## config.mk

```make
export PLATFORM = sky130hd
export DESIGN_NAME = twbc_top
export DESIGN_NICKNAME = d
export VERILOG_FILES = /design/src/logic/twbc_pkg.sv /design/src/logic/twbc_sync.sv /design/src/logic/twbc_top.sv
export SDC_FILE = /design/constraint.sdc
export NUM_CORES = 1
export LEC_CHECK = 0
export ABC_AREA = 1
export ABC_CLOCK_PERIOD_IN_PS = 2800
export CORE_MARGIN = 2
export CORE_UTILIZATION = 43
export DETAILED_ROUTE_END_ITERATION = 8
export DONT_BUFFER_PORTS = 1
export GPL_TIMING_DRIVEN = 0
export PLACE_DENSITY_LB_ADDON = 0.12
export SYNTH_ARGS = -nofsm -noshare
export SYNTH_HDL_FRONTEND = slang
export SYNTH_SLANG_ARGS = --single-unit
```

## constraint.sdc

```tcl
create_clock -name hclk -period 2.8 [get_ports hclk]
set_clock_uncertainty 0.05 [all_clocks]
set_input_delay 0.56 -clock hclk [delete_from_list [all_inputs] [get_ports hclk]]
set_output_delay 0.56 -clock hclk [all_outputs]
set_load 0.02 [all_outputs]
```

## src/logic/twbc_pkg.sv

```systemverilog
package twbc_pkg;

  // ---------------------------------------------------------------
  // register map (word index, byte address is four times it)
  // ---------------------------------------------------------------
  localparam logic [5:0] REG_CTRL  = 6'h00; // bus_control_reg
  localparam logic [5:0] REG_STAT  = 6'h01; // bus_status_reg
  localparam logic [5:0] REG_SHIFT = 6'h02; // shift_register
  localparam logic [5:0] REG_OWN   = 6'h03; // own_address_reg

  // write-one pulse bits of the control word
  localparam int CB_SPT  = 0;               // stop_request
  localparam int CB_STT  = 1;               // start_request
  localparam int CB_WREL = 5;               // wait_release

  // ---------------------------------------------------------------
  // carriers
  // ---------------------------------------------------------------
  typedef struct packed {
    logic en;                               // block enable
    logic rsv;                              // reads zero
    logic wrel;                             // pulse, stored as zero
    logic spie;                             // stop_interrupt_enable
    logic wtim;                             // wait_timing_select
    logic acke;                             // ack_enable
    logic stt;                              // pulse, stored as zero
    logic spt;                              // pulse, stored as zero
  } twbc_ctrl_t;

  typedef struct packed {
    logic wait_on;                          // clock held by a wait
    logic match;                            // own address received
    logic ext;                              // extension code received
    logic master;                           // master role active
    logic trc;                              // transmit_receive_flag
    logic ackd;                             // ack_detected
    logic std;                              // start_detected
    logic spd;                              // stop_detected
  } twbc_stat_t;

  // master sequencer states
  typedef enum logic [4:0] {
    M_IDLE  = 5'h01,
    M_START = 5'h02,
    M_RUN   = 5'h04,
    M_PRE   = 5'h08,
    M_RISE  = 5'h10
  } twbc_mst_t;

  // ---------------------------------------------------------------
  // reset values and counts
  // ---------------------------------------------------------------
  localparam twbc_ctrl_t CTRL_RST = 8'h00;
  localparam logic [7:0] SHIFT_RST = 8'h00;
  localparam logic [6:0] OWN_RST   = 7'h00;
  localparam logic       SPD_RST   = 1'b1;  // bus taken as free
  localparam logic [3:0] RC_ACK    = 4'h8;  // rises seen at 8th fall
  localparam logic [3:0] RC_LAST   = 4'h9;  // rises seen at 9th fall
  localparam logic [3:0] EXT_LO    = 4'h0;
  localparam logic [3:0] EXT_HI    = 4'hF;
  localparam int CLK_MHZ     = 125;
  localparam int SCL_HALF_NS = 5000;        // least half period
  localparam int SCL_HALF_CYC = (SCL_HALF_NS * CLK_MHZ + 999) / 1000;

endpackage

```

## src/logic/twbc_sync.sv

```systemverilog
`timescale 1ns/1ns
module twbc_sync #(
  parameter int W = 2                       // number of lines
) (
  input  wire logic         hclk,           // system clock
  input  wire logic         hresetn,        // async reset, low
  input  wire logic [W-1:0] d_in,           // raw pin levels
  output logic      [W-1:0] lvl,            // synchronised level
  output logic      [W-1:0] rise,           // one-cycle rise pulse
  output logic      [W-1:0] fall            // one-cycle fall pulse
);

  // ---------------------------------------------------------------
  // two-stage synchroniser plus a history stage for edges
  // ---------------------------------------------------------------
  logic [W-1:0] s1_q;                       // metastable stage
  logic [W-1:0] s2_q;                       // stable stage
  logic [W-1:0] s3_q;                       // previous stable level

  // idle bus lines float high, so reset to ones
  always_ff @(posedge hclk or negedge hresetn)
    if (!hresetn)
    begin
      s1_q <= '1;
      s2_q <= '1;
      s3_q <= '1;
    end
    else
    begin
      s1_q <= d_in;
      s2_q <= s1_q;
      s3_q <= s2_q;
    end

  assign lvl  = s2_q;
  assign rise = s2_q & ~s3_q;
  assign fall = ~s2_q & s3_q;

endmodule // twbc_sync

```

## src/logic/twbc_top.sv

```systemverilog
`timescale 1ns/1ns
// Function
// start is data falling while clock high
// start request after stop; flag starts
// seven address bits follow the start
// slave compares address, stays selected until condition
// no interrupt for foreign non-extension address
// address plus direction shifted as one byte
// eighth bit zero write, one read
// receiver pulls data low on ninth clock
// acknowledge seen after sent byte is flagged
// data acknowledge only while ack enable set
// direction flag loaded from address eighth bit
// clear ack enable to refuse further data
// master ends with stop or restart
// own address always acked, others not
// extension code acked if enable preset
// ack driven from eighth fall or preset
// stop is data rising while clock high
// stop request generates stop condition
// stop sets flag, interrupt if enabled
// master clocks, slave may stretch low
// waiting party holds clock low
// both lines open drain, low or released
// wait ends on release, write or request
// interrupt and wait at selected fall
// lines synchronised before any detection
module twbc_top #(
  parameter int HALF_CYC = twbc_pkg::SCL_HALF_CYC // scl half period
) (
  input  wire logic        hclk,              // system clock
  input  wire logic        hresetn,           // async reset, low
  input  wire logic        hsel,              // slave select
  input  wire logic [31:0] haddr,             // byte address
  input  wire logic [1:0]  htrans,            // transfer type
  input  wire logic        hwrite,            // write when high
  input  wire logic [2:0]  hsize,             // word only
  input  wire logic [31:0] hwdata,            // write data
  input  wire logic        hready,            // bus ready
  output logic             hreadyout,         // never stalls
  output logic             hresp,             // always okay
  output logic      [31:0] hrdata,            // read data
  input  wire logic        serial_clock_pin,  // clock line level
  output logic             scl_o,             // clock drive value
  output logic             scl_oe_n,          // clock drive, low on
  input  wire logic        serial_data_pin,   // data line level
  output logic             sda_o,             // data drive value
  output logic             sda_oe_n,          // data drive, low on
  output logic             transfer_interrupt // one-cycle event
);

  // ---------------------------------------------------------------
  // line synchronisers and conditions
  // ---------------------------------------------------------------
  logic scl_s, sda_s, scl_rise, scl_fall, sda_rise, sda_fall;

  // pins reach logic only through two flops
  twbc_sync #(.W(2)) u_sync (
    .hclk    (hclk),
    .hresetn (hresetn),
    .d_in    ({serial_clock_pin, serial_data_pin}),
    .lvl     ({scl_s, sda_s}),
    .rise    ({scl_rise, sda_rise}),
    .fall    ({scl_fall, sda_fall})
  );

  logic start_ev;                             // start condition seen
  logic stop_ev;                              // stop condition seen
  assign start_ev = scl_s & sda_fall;
  assign stop_ev  = scl_s & sda_rise;

  // extension codes have upper nibble all zero or all one
  function automatic logic is_ext(input logic [7:0] b);
    is_ext = (b[7:4] == twbc_pkg::EXT_LO) | (b[7:4] == twbc_pkg::EXT_HI);
  endfunction

  // ---------------------------------------------------------------
  // register state
  // ---------------------------------------------------------------
  twbc_pkg::twbc_ctrl_t ctrl_q;               // bus_control_reg
  twbc_pkg::twbc_stat_t stat;                 // bus_status_reg view
  twbc_pkg::twbc_mst_t  m_state_q;            // master sequencer
  logic [7:0]  sr_q;                          // shift_register
  logic [6:0]  own_q;                         // own_address_reg
  logic        spd_q, std_q, ackd_q, trc_q;   // status flags
  logic        match_q, ext_q, wait_q;        // selection and wait
  logic        addr_q;                        // address byte running
  logic [3:0]  rc_q;                          // scl rises in byte
  logic        irq_q;                         // interrupt pulse
  logic        sda_oe_n_q, scl_oe_n_q;        // pin drive flops
  logic        m_scl_low_q;                   // master pulls clock
  logic        m_stop_q;                      // stop, not restart
  logic [15:0] hc_q;                          // half period timer
  logic        wr_q;                          // write data phase
  logic [5:0]  wa_q;                          // write word index
  logic [31:0] hrdata_q;                      // read data flop

  // ---------------------------------------------------------------
  // bus slave
  // ---------------------------------------------------------------
  logic ap;                                   // address phase taken
  logic wr_ctrl, wr_sr, wr_own;               // data phase strobes
  logic stt_w, spt_w, wrel_w;                 // write-one pulses
  assign ap      = hsel & hready & htrans[1];
  assign wr_ctrl = wr_q & (wa_q == twbc_pkg::REG_CTRL);
  assign wr_sr   = wr_q & (wa_q == twbc_pkg::REG_SHIFT);
  assign wr_own  = wr_q & (wa_q == twbc_pkg::REG_OWN);
  assign stt_w   = wr_ctrl & hwdata[twbc_pkg::CB_STT];
  assign spt_w   = wr_ctrl & hwdata[twbc_pkg::CB_SPT];
  assign wrel_w  = wr_ctrl & hwdata[twbc_pkg::CB_WREL];

  assign stat = '{wait_on: wait_q, match: match_q, ext: ext_q,
                  master: (m_state_q != twbc_pkg::M_IDLE), trc: trc_q,
                  ackd: ackd_q, std: std_q, spd: spd_q};

  // capture the address phase; read data is latched here so the
  // data phase needs no wait state, at the cost of one cycle age
  always_ff @(posedge hclk or negedge hresetn)
    if (!hresetn)
    begin
      wr_q     <= 1'b0;
      wa_q     <= 6'h00;
      hrdata_q <= 32'h0000_0000;
    end
    else
    begin
      wr_q <= ap & hwrite;
      wa_q <= haddr[7:2];
      if (ap & ~hwrite)
      begin
        case (haddr[7:2])
          twbc_pkg::REG_CTRL:  hrdata_q <= {24'h000000, ctrl_q};
          twbc_pkg::REG_STAT:  hrdata_q <= {24'h000000, stat};
          twbc_pkg::REG_SHIFT: hrdata_q <= {24'h000000, sr_q};
          twbc_pkg::REG_OWN:   hrdata_q <= {24'h000000, own_q, 1'b0};
          default:             hrdata_q <= 32'h0000_0000;
        endcase
      end
    end

  assign hreadyout = 1'b1;
  assign hresp     = 1'b0;
  assign hrdata    = hrdata_q;

  // control word: pulse bits are never stored
  always_ff @(posedge hclk or negedge hresetn)
    if (!hresetn)
      ctrl_q <= twbc_pkg::CTRL_RST;
    else if (wr_ctrl)
      ctrl_q <= hwdata[7:0] & 8'h9C;

  // own address sits in bits 7:1
  always_ff @(posedge hclk or negedge hresetn)
    if (!hresetn)
      own_q <= twbc_pkg::OWN_RST;
    else if (wr_own)
      own_q <= hwdata[7:1];

  // ---------------------------------------------------------------
  // byte engine
  // ---------------------------------------------------------------
  logic master_on;                            // sequencer owns bus
  logic en;                                   // block enabled
  logic fall8, fall9;                         // 8th and 9th falls
  logic engaged;                              // part of this transfer
  logic tx_now;                               // this end sends byte
  logic ack_gen;                              // ack to give in slot
  logic am, ae;                               // live address decode
  logic wait_pt;                              // wait and interrupt
  assign master_on = (m_state_q != twbc_pkg::M_IDLE);
  assign en      = ctrl_q.en;
  assign fall8   = scl_fall & (rc_q == twbc_pkg::RC_ACK);
  assign fall9   = scl_fall & (rc_q == twbc_pkg::RC_LAST);
  assign engaged = master_on | addr_q | match_q | ext_q;
  assign am      = (sr_q[7:1] == own_q);
  assign ae      = is_ext(sr_q);
  // the master sends the address byte, then trc decides
  assign tx_now  = addr_q ? master_on : trc_q;
  // own address always, extension on preset enable, data on
  // the live enable so clearing it refuses the byte
  assign ack_gen = addr_q ? (match_q | (ext_q & ctrl_q.acke))
                          : ctrl_q.acke;

  // wait points follow the selected fall of the clock
  assign wait_pt = en & (
      (addr_q & master_on & fall9) |
      (addr_q & ~master_on & fall9 & match_q) |
      (addr_q & ~master_on & fall8 & ~am & ae) |
      (~addr_q & (master_on | match_q | ext_q) &
       (ctrl_q.wtim ? fall9 : fall8)));

  // rises counted since start; 9th fall ends the byte
  always_ff @(posedge hclk or negedge hresetn)
    if (!hresetn)
      rc_q <= 4'h0;
    else if (!en | start_ev | fall9)
      rc_q <= 4'h0;
    else if (scl_rise)
      rc_q <= rc_q + 4'h1;

  // shift in the line on the first eight clock rises of a byte, also while sending,
  // so the register always holds what the bus really carried
  always_ff @(posedge hclk or negedge hresetn)
    if (!hresetn)
      sr_q <= twbc_pkg::SHIFT_RST;
    else if (wr_sr)
      sr_q <= hwdata[7:0];
    else if (scl_rise & (rc_q < twbc_pkg::RC_ACK))
      sr_q <= {sr_q[6:0], sda_s};

  // address byte spans from start to its 9th fall
  always_ff @(posedge hclk or negedge hresetn)
    if (!hresetn)
      addr_q <= 1'b0;
    else if (!en | stop_ev | fall9)
      addr_q <= 1'b0;
    else if (start_ev)
      addr_q <= 1'b1;

  // slave selection holds until the next start or stop
  always_ff @(posedge hclk or negedge hresetn)
    if (!hresetn)
    begin
      match_q <= 1'b0;
      ext_q   <= 1'b0;
    end
    else if (!en | start_ev | stop_ev)
    begin
      match_q <= 1'b0;
      ext_q   <= 1'b0;
    end
    else if (fall8 & addr_q & ~master_on)
    begin
      match_q <= am;
      ext_q   <= ~am & ae;
    end

  // direction from the eighth bit: one means the master reads
  always_ff @(posedge hclk or negedge hresetn)
    if (!hresetn)
      trc_q <= 1'b0;
    else if (!en | stop_ev)
      trc_q <= 1'b0;
    else if (fall8 & addr_q)
      trc_q <= master_on ? ~sr_q[0] : sr_q[0];

  // acknowledge sampled on the ninth rise by the sender
  always_ff @(posedge hclk or negedge hresetn)
    if (!hresetn)
      ackd_q <= 1'b0;
    else if (start_ev)
      ackd_q <= 1'b0;
    else if (scl_rise & (rc_q == twbc_pkg::RC_ACK) & engaged & tx_now)
      ackd_q <= ~sda_s;

  // start and stop flags replace each other
  always_ff @(posedge hclk or negedge hresetn)
    if (!hresetn)
    begin
      spd_q <= twbc_pkg::SPD_RST;
      std_q <= 1'b0;
    end
    else if (start_ev)
    begin
      spd_q <= 1'b0;
      std_q <= 1'b1;
    end
    else if (stop_ev)
    begin
      spd_q <= 1'b1;
      std_q <= 1'b0;
    end

  // wait: a new wait point wins over any release in that cycle
  always_ff @(posedge hclk or negedge hresetn)
    if (!hresetn)
      wait_q <= 1'b0;
    else if (wait_pt)
      wait_q <= 1'b1;
    else if (m_state_q == twbc_pkg::M_START)
      wait_q <= 1'b1;                         // hold for the address
    else if (!en | start_ev | stop_ev | wrel_w | wr_sr |
             ((m_state_q == twbc_pkg::M_RUN) & (stt_w | spt_w)))
      wait_q <= 1'b0;

  // transfer event; stop only when its enable is set
  always_ff @(posedge hclk or negedge hresetn)
    if (!hresetn)
      irq_q <= 1'b0;
    else
      irq_q <= wait_pt | (en & stop_ev & ctrl_q.spie);

  assign transfer_interrupt = irq_q;

  // ---------------------------------------------------------------
  // master sequencer
  // ---------------------------------------------------------------
  logic tick;                                 // half period elapsed
  logic hold;                                 // timer kept at zero
  assign tick = (hc_q == 16'(HALF_CYC - 1));
  // released clock counts only once the line is high, which is
  // how a stretching slave slows us down
  assign hold = (m_state_q == twbc_pkg::M_IDLE) |
                (~m_scl_low_q & ~scl_s) |
                (m_scl_low_q & wait_q & (m_state_q == twbc_pkg::M_RUN));

  always_ff @(posedge hclk or negedge hresetn)
    if (!hresetn)
      hc_q <= 16'h0000;
    else if (hold | tick)
      hc_q <= 16'h0000;
    else
      hc_q <= hc_q + 16'h0001;

  // conditions and clock pulses of the master role
  always_ff @(posedge hclk or negedge hresetn)
    if (!hresetn)
    begin
      m_state_q   <= twbc_pkg::M_IDLE;
      m_scl_low_q <= 1'b0;
      m_stop_q    <= 1'b0;
    end
    else if (!en)
    begin
      m_state_q   <= twbc_pkg::M_IDLE;
      m_scl_low_q <= 1'b0;
      m_stop_q    <= 1'b0;
    end
    else
    begin
      case (m_state_q)
        twbc_pkg::M_IDLE:
          if (stt_w & spd_q)
            m_state_q <= twbc_pkg::M_START;
        twbc_pkg::M_START:
          if (tick)
          begin
            m_state_q   <= twbc_pkg::M_RUN;
            m_scl_low_q <= 1'b1;
          end
        twbc_pkg::M_RUN:
          if (wait_q & (stt_w | spt_w))
          begin
            m_state_q <= twbc_pkg::M_PRE;
            m_stop_q  <= spt_w;
          end
          else if (tick & ~(m_scl_low_q & wait_q))
            m_scl_low_q <= ~m_scl_low_q;
        twbc_pkg::M_PRE:
          if (tick)
          begin
            m_state_q   <= twbc_pkg::M_RISE;
            m_scl_low_q <= 1'b0;
          end
        twbc_pkg::M_RISE:
          if (tick)
            m_state_q <= m_stop_q ? twbc_pkg::M_IDLE
                                  : twbc_pkg::M_START;
        default:
          m_state_q <= twbc_pkg::M_IDLE;
      endcase
    end

  // ---------------------------------------------------------------
  // open-drain pin drive
  // ---------------------------------------------------------------
  logic sda_oe_n_d;                           // next data drive
  logic scl_oe_n_d;                           // next clock drive

  // data may only move while the clock is low, except for the
  // master's own start, restart and stop steps
  always_comb
  begin
    sda_oe_n_d = 1'b1;
    if (!en)
      sda_oe_n_d = 1'b1;
    else if (m_state_q == twbc_pkg::M_START)
      sda_oe_n_d = 1'b0;
    else if ((m_state_q == twbc_pkg::M_PRE) |
             (m_state_q == twbc_pkg::M_RISE))
      // a stop lets data rise only once the clock stands high;
      // without this release the idle hold would keep it low
      sda_oe_n_d = ~m_stop_q |
                   ((m_state_q == twbc_pkg::M_RISE) & tick);
    else if (scl_s)
      sda_oe_n_d = sda_oe_n_q;
    else if (!engaged)
      sda_oe_n_d = 1'b1;
    else if (rc_q < twbc_pkg::RC_ACK)
      sda_oe_n_d = tx_now ? sr_q[7] : 1'b1;
    else if (rc_q == twbc_pkg::RC_ACK)
      sda_oe_n_d = tx_now | ~ack_gen;
  end

  assign scl_oe_n_d = ~(en & (m_scl_low_q | (wait_q & ~master_on)));

  // lines are only pulled low or released
  always_ff @(posedge hclk or negedge hresetn)
    if (!hresetn)
    begin
      sda_oe_n_q <= 1'b1;
      scl_oe_n_q <= 1'b1;
    end
    else
    begin
      sda_oe_n_q <= sda_oe_n_d;
      scl_oe_n_q <= scl_oe_n_d;
    end

  assign sda_oe_n = sda_oe_n_q;
  assign scl_oe_n = scl_oe_n_q;
  assign sda_o    = 1'b0;
  assign scl_o    = 1'b0;
endmodule // twbc_top

```

==> flow_summary.json, run 1 <==
{
  "area_growth_pct": 12.8,
  "grt_max_degree": 69,
  "numCtsBuffers": 9,
  "via_per_inst": 4.93,
  "drt_wl_total_um": 10000,
  "avgSynthCellArea_um2": 8.02,
  "path_common_cell": "nand2_1",
  "synth_cell_types": 38,
  "coreArea_mm2": 0.00977,
  "slew_headroom_pct": 60.2,
  "hp-class": "in2async",
  "r2r_end": "transfer_interrupt$_DFF_PN0_",
  "finalSetupTns_ns": 0,
  "num-nets-final": 658,
  "startpoint_type": "flop",
  "gp_congestion": 0.877,
  "tritoncts": "yes",
  "drt-initial-drc-count": 161,
  "ctsResizeCount": 0,
  "cts_num_sinks": 78,
  "synth_edf_count": 0,
  "async_reset_ff_share_pct": 100,
  "clock-root-buffer": "clkbuf_8",
  "setup_viol": 0,
  "reg2reg_depth": 8,
  "powerDensity_mw_per_mm2": 655,
  "avgRoutedWirePerCell_um": 14.0,
  "die_w_um": 104,
  "seq_area_frac_synth_pct": 45.5,
  "slowest_delay_ns": 0.53,
  "grt_pass1_vias": 3396,
  "rsz0062_at_grt": "false",
  "io_pins": 115,
  "endpoint_kind": "flop",
  "grt_pass1_wl_um": 17000,
  "utilization_pct": 49.8,
  "post-cts-setup-buffer-count": 0,
  "cpLargestDelayFamily": "simple AND/OR/NAND/NOR gates",
  "cap_violations": 0,
  "synth_area_leader_cell": "dfrtp_1",
  "grt_overflow_total": 0,
  "final_common_cell": "nand2_1",
  "antenna_found_initial": 0,
  "synthFlopType": "dfrtp_1",
  "syn_area_mm2": 0.00432,
  "cts.clk_slew.worst_paths_ns": 0.08,
  "mostFrequentLayoutCells": "nand2_1 (104), inv_1 (76), dfrtp_1 (68)",
  "drive_above_1_share_pct": 13.7,
  "synth_top_area_share_pct": 39.4,
  "power_w": 0.00319,
  "cp_cell_sequence": "inv_1 > nor2_1 > nand4_1 > nor2_1 > nand3_1 > nand2_1 > nand2_1 > nand2_1",
  "ys_ff_latch": 78,
  "fin_crit_ns": 1.79,
  "synth_area_leaders": "dfrtp_1 (39%), nand2_1 (9.0%), inv_1 (6.6%), dfstp_2 (6.1%), nor2_1 (5.2%)",
  "cts.path.max_buffers": 2,
  "die_area_mm2": 0.0109,
  "path_max_fanout": 5,
  "timing.final.crit_share_pct": 63.9,
  "grt_util_all_layers_pct": 19.6,
  "ys.warnings.count": 0,
  "outcome": "complete, no violations",
  "vias": 3522,
  "tightest_slew_ns": 0.595,
  "hold_viol": 0,
  "worstPathRequired_ns": 3.03,
  "postSynthCellCount": 538,
  "initial_core_util_pct": 44.2,
  "port_buffers": 0,
  "slew_violations": 0,
  "clock.fmax_mhz": 559,
  "drc": 0,
  "worst_path_max_delay_cell": "dfstp_2",
  "rrSetupSlack_ns": 1.01,
  "leakage_nw": 2.46,
  "vdd_drop_max_v": 0.000435,
  "ctsHoldBuffers": 2,
  "r2r_start": "m_state_q[0]$_DFFE_PN1P_",
  "htree_levels": 3,
  "fp.dieH_um": 104,
  "clk_latency_ns": 0.35,
  "critPathBufInv": 1,
  "arrival_ns": 2.02,
  "n_antenna_cell": 0,
  "drt-pass1-iter-count": 4,
  "critPathKind": "reg2reg",
  "antenna_left": 0,
  "detailed_place_hpwl_um": 7500,
  "rows": 36
}
## cell type report
type                    count  area (um^2)
flip-flops and latches     78         1960
plain buffers              34          251
repair buffers              2         37.5
well taps                 133          166
clock buffers              13          159
multi-input cells         371         1890
clock inverters             3         90.1
inverters                  81          304
fillers                   980         4910
## cells in the mapped netlist, types with 3 or more instances
| master | instances |
|---|---|
| xnor2_1 | 3 |
| o22ai_1 | 5 |
| inv_2 | 5 |
| inv_1 | 76 |
| dfrtp_1 | 68 |
| nor2_1 | 60 |
| clkbuf_1 | 3 |
| buf_4 | 29 |
| nor2_4 | 3 |
| nand2_1 | 104 |
| nor3b_1 | 6 |
| nor2_2 | 4 |
| xor2_1 | 10 |
| ha_1 | 5 |
| o21ai_0 | 31 |
| nand4_1 | 18 |
| dfstp_2 | 10 |
| nand3_1 | 34 |
| nor3_1 | 6 |
| a21oi_1 | 21 |
| nor3_2 | 3 |
| o221ai_1 | 7 |
| o21ai_1 | 4 |
## power by group
part / internal (W) / switching, W / total [W]
logic: 0.000263 / 0.000466 / 0.000728
clock network: 0.000642 / 0.000398 / 0.00104
registers: 0.00127 / 0.000143 / 0.00142
total: 0.00218 / 0.00101 / 0.00319
## layer usage
layer | global-route usage, % | routed length [um] | vias to the layer above | share of wire [%]
li1 | - | - | 1773 | -
met1 | 26.2 | 4660 | 1647 | 46
met2 | 31.3 | 4610 | 86 | 46
met3 | 5.26 | 567 | 16 | 5.7
met4 | 6.08 | 189 | 0 | 1.9
met5 | 0 | 0 | - | 0
## through the flow
stage / hold slack, ns / setup slack (ns) / std cells / cell area (um^2)
after floorplan: 0.214 / 1.33 / 564 / 4410
after global placement: 0.217 / 0.842 / 697 / 4580
after detailed placement: 0.218 / 0.841 / 697 / 4580
after CTS: 0.0473 / 1.04 / 715 / 4870
after global routing: 0.0523 / 0.882 / 715 / 4870
final: 0.0274 / 1.01 / 715 / 4870
## state kept, by name, indices dropped and copies added (netlist names), 3 cells and up
name	count
wa_q	6
m_state_q	5
sr_q	8
rc_q	4
ctrl_q	3
own_q	7
hrdata	8
hc_q	16
## kinds of logic (layout without fill, tap and decap cells)
group,Yosys count,count (layout),synth area share [%]
AO/OA/AOI/OAI,78,78,10.8
XOR/XNOR,13,13,2.64
adder cells (fa/ha/maj),5,5,1.45
buffers and inverters,115,133,12.9
flip-flops,78,78,45.5
multiplexers,2,2,0.493
other,2,28,0.174
AND/OR/NAND/NOR,245,245,26.0
## how the worst max path moves through the flow
stage / slack, ns / startpoint / to / cells after the start
floorplan: 1.33 / m_state_q[0]$_DFFE_PN1P_ / m_state_q[1]$_DFFE_PN0P_ / 7
global placement: 0.84 / haddr[7] / hrdata[1]$_DFFE_PN0P_ / 5
detailed placement: 0.84 / haddr[7] / hrdata[1]$_DFFE_PN0P_ / 5
CTS: 1.04 / m_state_q[0]$_DFFE_PN1P_ / transfer_interrupt$_DFF_PN0_ / 8
global route: 0.88 / m_state_q[0]$_DFFE_PN1P_ / transfer_interrupt$_DFF_PN0_ / 8
finish: 1.01 / m_state_q[0]$_DFFE_PN1P_ / transfer_interrupt$_DFF_PN0_ / 8
Note: power is estimated with default switching activity, not from simulation.
==> inputs of run 2 (changes only) <==
--- a/config.mk
+++ b/config.mk
@@ -6,7 +6,7 @@
 export NUM_CORES = 1
 export LEC_CHECK = 0
 export ABC_AREA = 1
-export ABC_CLOCK_PERIOD_IN_PS = 2800
+export ABC_CLOCK_PERIOD_IN_PS = 1760
 export CORE_MARGIN = 2
 export CORE_UTILIZATION = 43
 export DETAILED_ROUTE_END_ITERATION = 8
==> constraint.sdc (replaced) <==
create_clock -name hclk -period 1.76 [get_ports hclk]
set_clock_uncertainty 0.05 [all_clocks]
set_input_delay 0.352 -clock hclk [delete_from_list [all_inputs] [get_ports hclk]]
set_output_delay 0.352 -clock hclk [all_outputs]
set_load 0.02 [all_outputs]
==> run 2 against run 1 <==
Net effect:
- the flow now finishes with violations (negative hold slack)
- final cell count increased by 1.1%
- register-to-register slack got worse by 0.90 ns
- first-iteration DRC count increased by 29%
- routed wire length rose by 0.45%
- critical path depth increased by 1
- fmax grew 8.6%
- die area stayed put
- setup slack got worse by 0.90 ns
- via count up 1.6%
- hold slack got worse by 0.39 ns
- highest routed layer unchanged
==> flow_summary.json, run 2 (synthesis gave the netlist of run 1 again) <==
{
  "outcome": "finished, violations left",
  "violations": "negative hold slack",
  "drt-pass1-iter-count": 5,
  "endpoint_kind": "flop",
  "timing.hold.ws_ns": -0.361,
  "drt-initial-drc-count": 208,
  "antenna_left": 0,
  "netSwitchingPower_w": 0.00161,
  "ctsHoldBuffers": 8,
  "die_area_mm2": 0.0109,
  "cts.clk_slew.worst_paths_ns": 0.08,
  "timing.final.crit_share_pct": 93.6,
  "hp-class": "in2async",
  "p_int_w": 0.00350,
  "clock-root-buffer": "clkbuf_8",
  "io_pins": 115,
  "arrival_ns": 1.88,
  "drive_above_1_share_pct": 15.4,
  "worstPathRequired_ns": 1.99,
  "largest_reg_flops": 16,
  "antenna_found_initial": 0,
  "drc": 0,
  "grt_pass1_wl_um": 17000,
  "vdd_drop_max_v": 0.000692,
  "cts.path.max_buffers": 2,
  "htree_levels": 3,
  "swShare_pct": 31.5,
  "multi_input_area_mm2": 0.00193,
  "tritoncts": "yes",
  "n_antenna_cell": 0,
  "leakage_nw": 2.49,
  "die_w_um": 104,
  "initial_core_util_pct": 44.2,
  "fillers": 970,
  "numCtsBuffers": 9,
  "clock.fmax_mhz": 607,
  "slew_violations": 0,
  "port_buffers": 0,
  "critPathKind": "reg2reg",
  "finalSetupTns_ns": 0,
  "area_growth_pct": 15.0,
  "hold_viol": 78,
  "sequentialPowerShare_pct": 44.3,
  "reg2reg_depth": 9,
  "fp.dieH_um": 104,
  "grt_max_degree": 79,
  "drt_wl_total_um": 10100,
  "coreArea_mm2": 0.00977,
  "detailed_place_hpwl_um": 7500,
  "powerDensity_mw_per_mm2": 1030,
  "startpoint_type": "flop",
  "via_per_inst": 4.95,
  "num-nets-final": 666,
  "cap_violations": 0,
  "regMostFlops": "hc_q",
  "clockPowerShare_pct": 32.5,
  "final_area_mm2": 0.00496,
  "cts_num_sinks": 78,
  "path_max_fanout": 3,
  "regArea_mm2": 0.00196,
  "vias": 3580,
  "rows": 36,
  "dpl_cell_area_mm2": 0.00458,
  "clk_latency_ns": 0.35,
  "setup_viol": 0,
  "grt_util_all_layers_pct": 19.6,
  "grt_pass1_vias": 3413,
  "fin_crit_ns": 1.65,
  "avgRoutedWirePerCell_um": 13.9,
  "p_comb_share_pct": 23.1,
  "grt_overflow_total": 0,
  "final_common_cell": "nand2_1",
  "gp_congestion": 0.877,
  "mostFrequentLayoutCells": "nand2_1 (103), inv_1 (76), dfrtp_1 (68)"
}
run 2: cell types whose count changed in the layout (fill, tap and decap cells not counted), sizes merged:
cell | previous run | this run
dlygate4sd3 | 1 | 8
buf | 32 | 33
run 2: metal layers:
metal	global-route usage, %	share of wire, %	up-vias
li1	-	-	1793
met1	26.0	48	1676
met2	31.0	45	90
met3	5.20	4.5	21
met4	6.95	2.4	0
met5	0	0	-
run 2: power by group through the flow:
stage	clock (W)	combinational, W	sequential [W]
finish	0.00166	0.00118	0.00227
global route	0.00176	0.00133	0.00230
floorplan	0	0.000896	0.00224
CTS	0.00169	0.00112	0.00225
global placement	0	0.00108	0.00228
detailed placement	0	0.00110	0.00229
run 2: cell type report:
class | instances | area share (%)
Multi-Input combinational cell | 371 | 38.9
Clock inverter | 3 | 1.82
Tap cell | 133 | 3.35
Inverter | 81 | 6.13
Buffer | 34 | 5.07
Clock buffer | 13 | 3.20
Sequential cell | 78 | 39.6
Timing Repair Buffer | 10 | 1.92
run 2: what timing repair did:
| action | CTS | global route |
|---|---|---|
| gates resized for setup | 0 | 12 |
| hold endpoints to repair | 86 | 78 |
| setup buffers | 0 | 2 |
| endpoints found under the setup margin | 0 | 22 |
run 2: worst max-delay path, cell delays in order (launching register included):
cell and delay [ns]:
dfstp_2 0.54, inv_1 0.07, nor2_4 0.11, nand4_1 0.21, buf_4 0.21, nand3_1 0.06, nand2_1 0.06, nand3_1 0.10
nand2_1 0.06, a21oi_1 0.12
run 2: through the flow:
step | power, W | hold WS, ns | utilization (%) | setup slack [ns] | std cells
after floorplan | 0.00313 | 0.00641 | - | 0.290 | 564
final | 0.00511 | -0.361 | 50.8 | 0.113 | 723
after global placement | 0.00337 | 0.00895 | 46.9 | 0.00971 | 697
after detailed placement | 0.00339 | 0.0103 | 46.9 | 0.00913 | 697
after CTS | 0.00507 | -0.371 | 50.2 | 0.000181 | 721
after global routing | 0.00539 | -0.379 | 50.8 | -0.00945 | 723
run 2: final timing paths:
check,start,end,slack [ns]
worst max-delay path,m_state_q[0]$_DFFE_PN1P_,sda_oe_n$_DFFE_PN1P_,0.11
min in group hclk,hwrite,wr_q$_DFF_PN0_,0.05
max in group asynchronous,hresetn,spd_q$_DFFE_PN1P_,1.81
worst min register to register,u_sync.s1_q[1]$_DFF_PN1_,u_sync.lvl[1]$_DFF_PN1_,0.31
worst max register to register,m_state_q[0]$_DFFE_PN1P_,sda_oe_n$_DFFE_PN1P_,0.11
worst min-delay path,hresetn,wr_q$_DFF_PN0_,-0.36
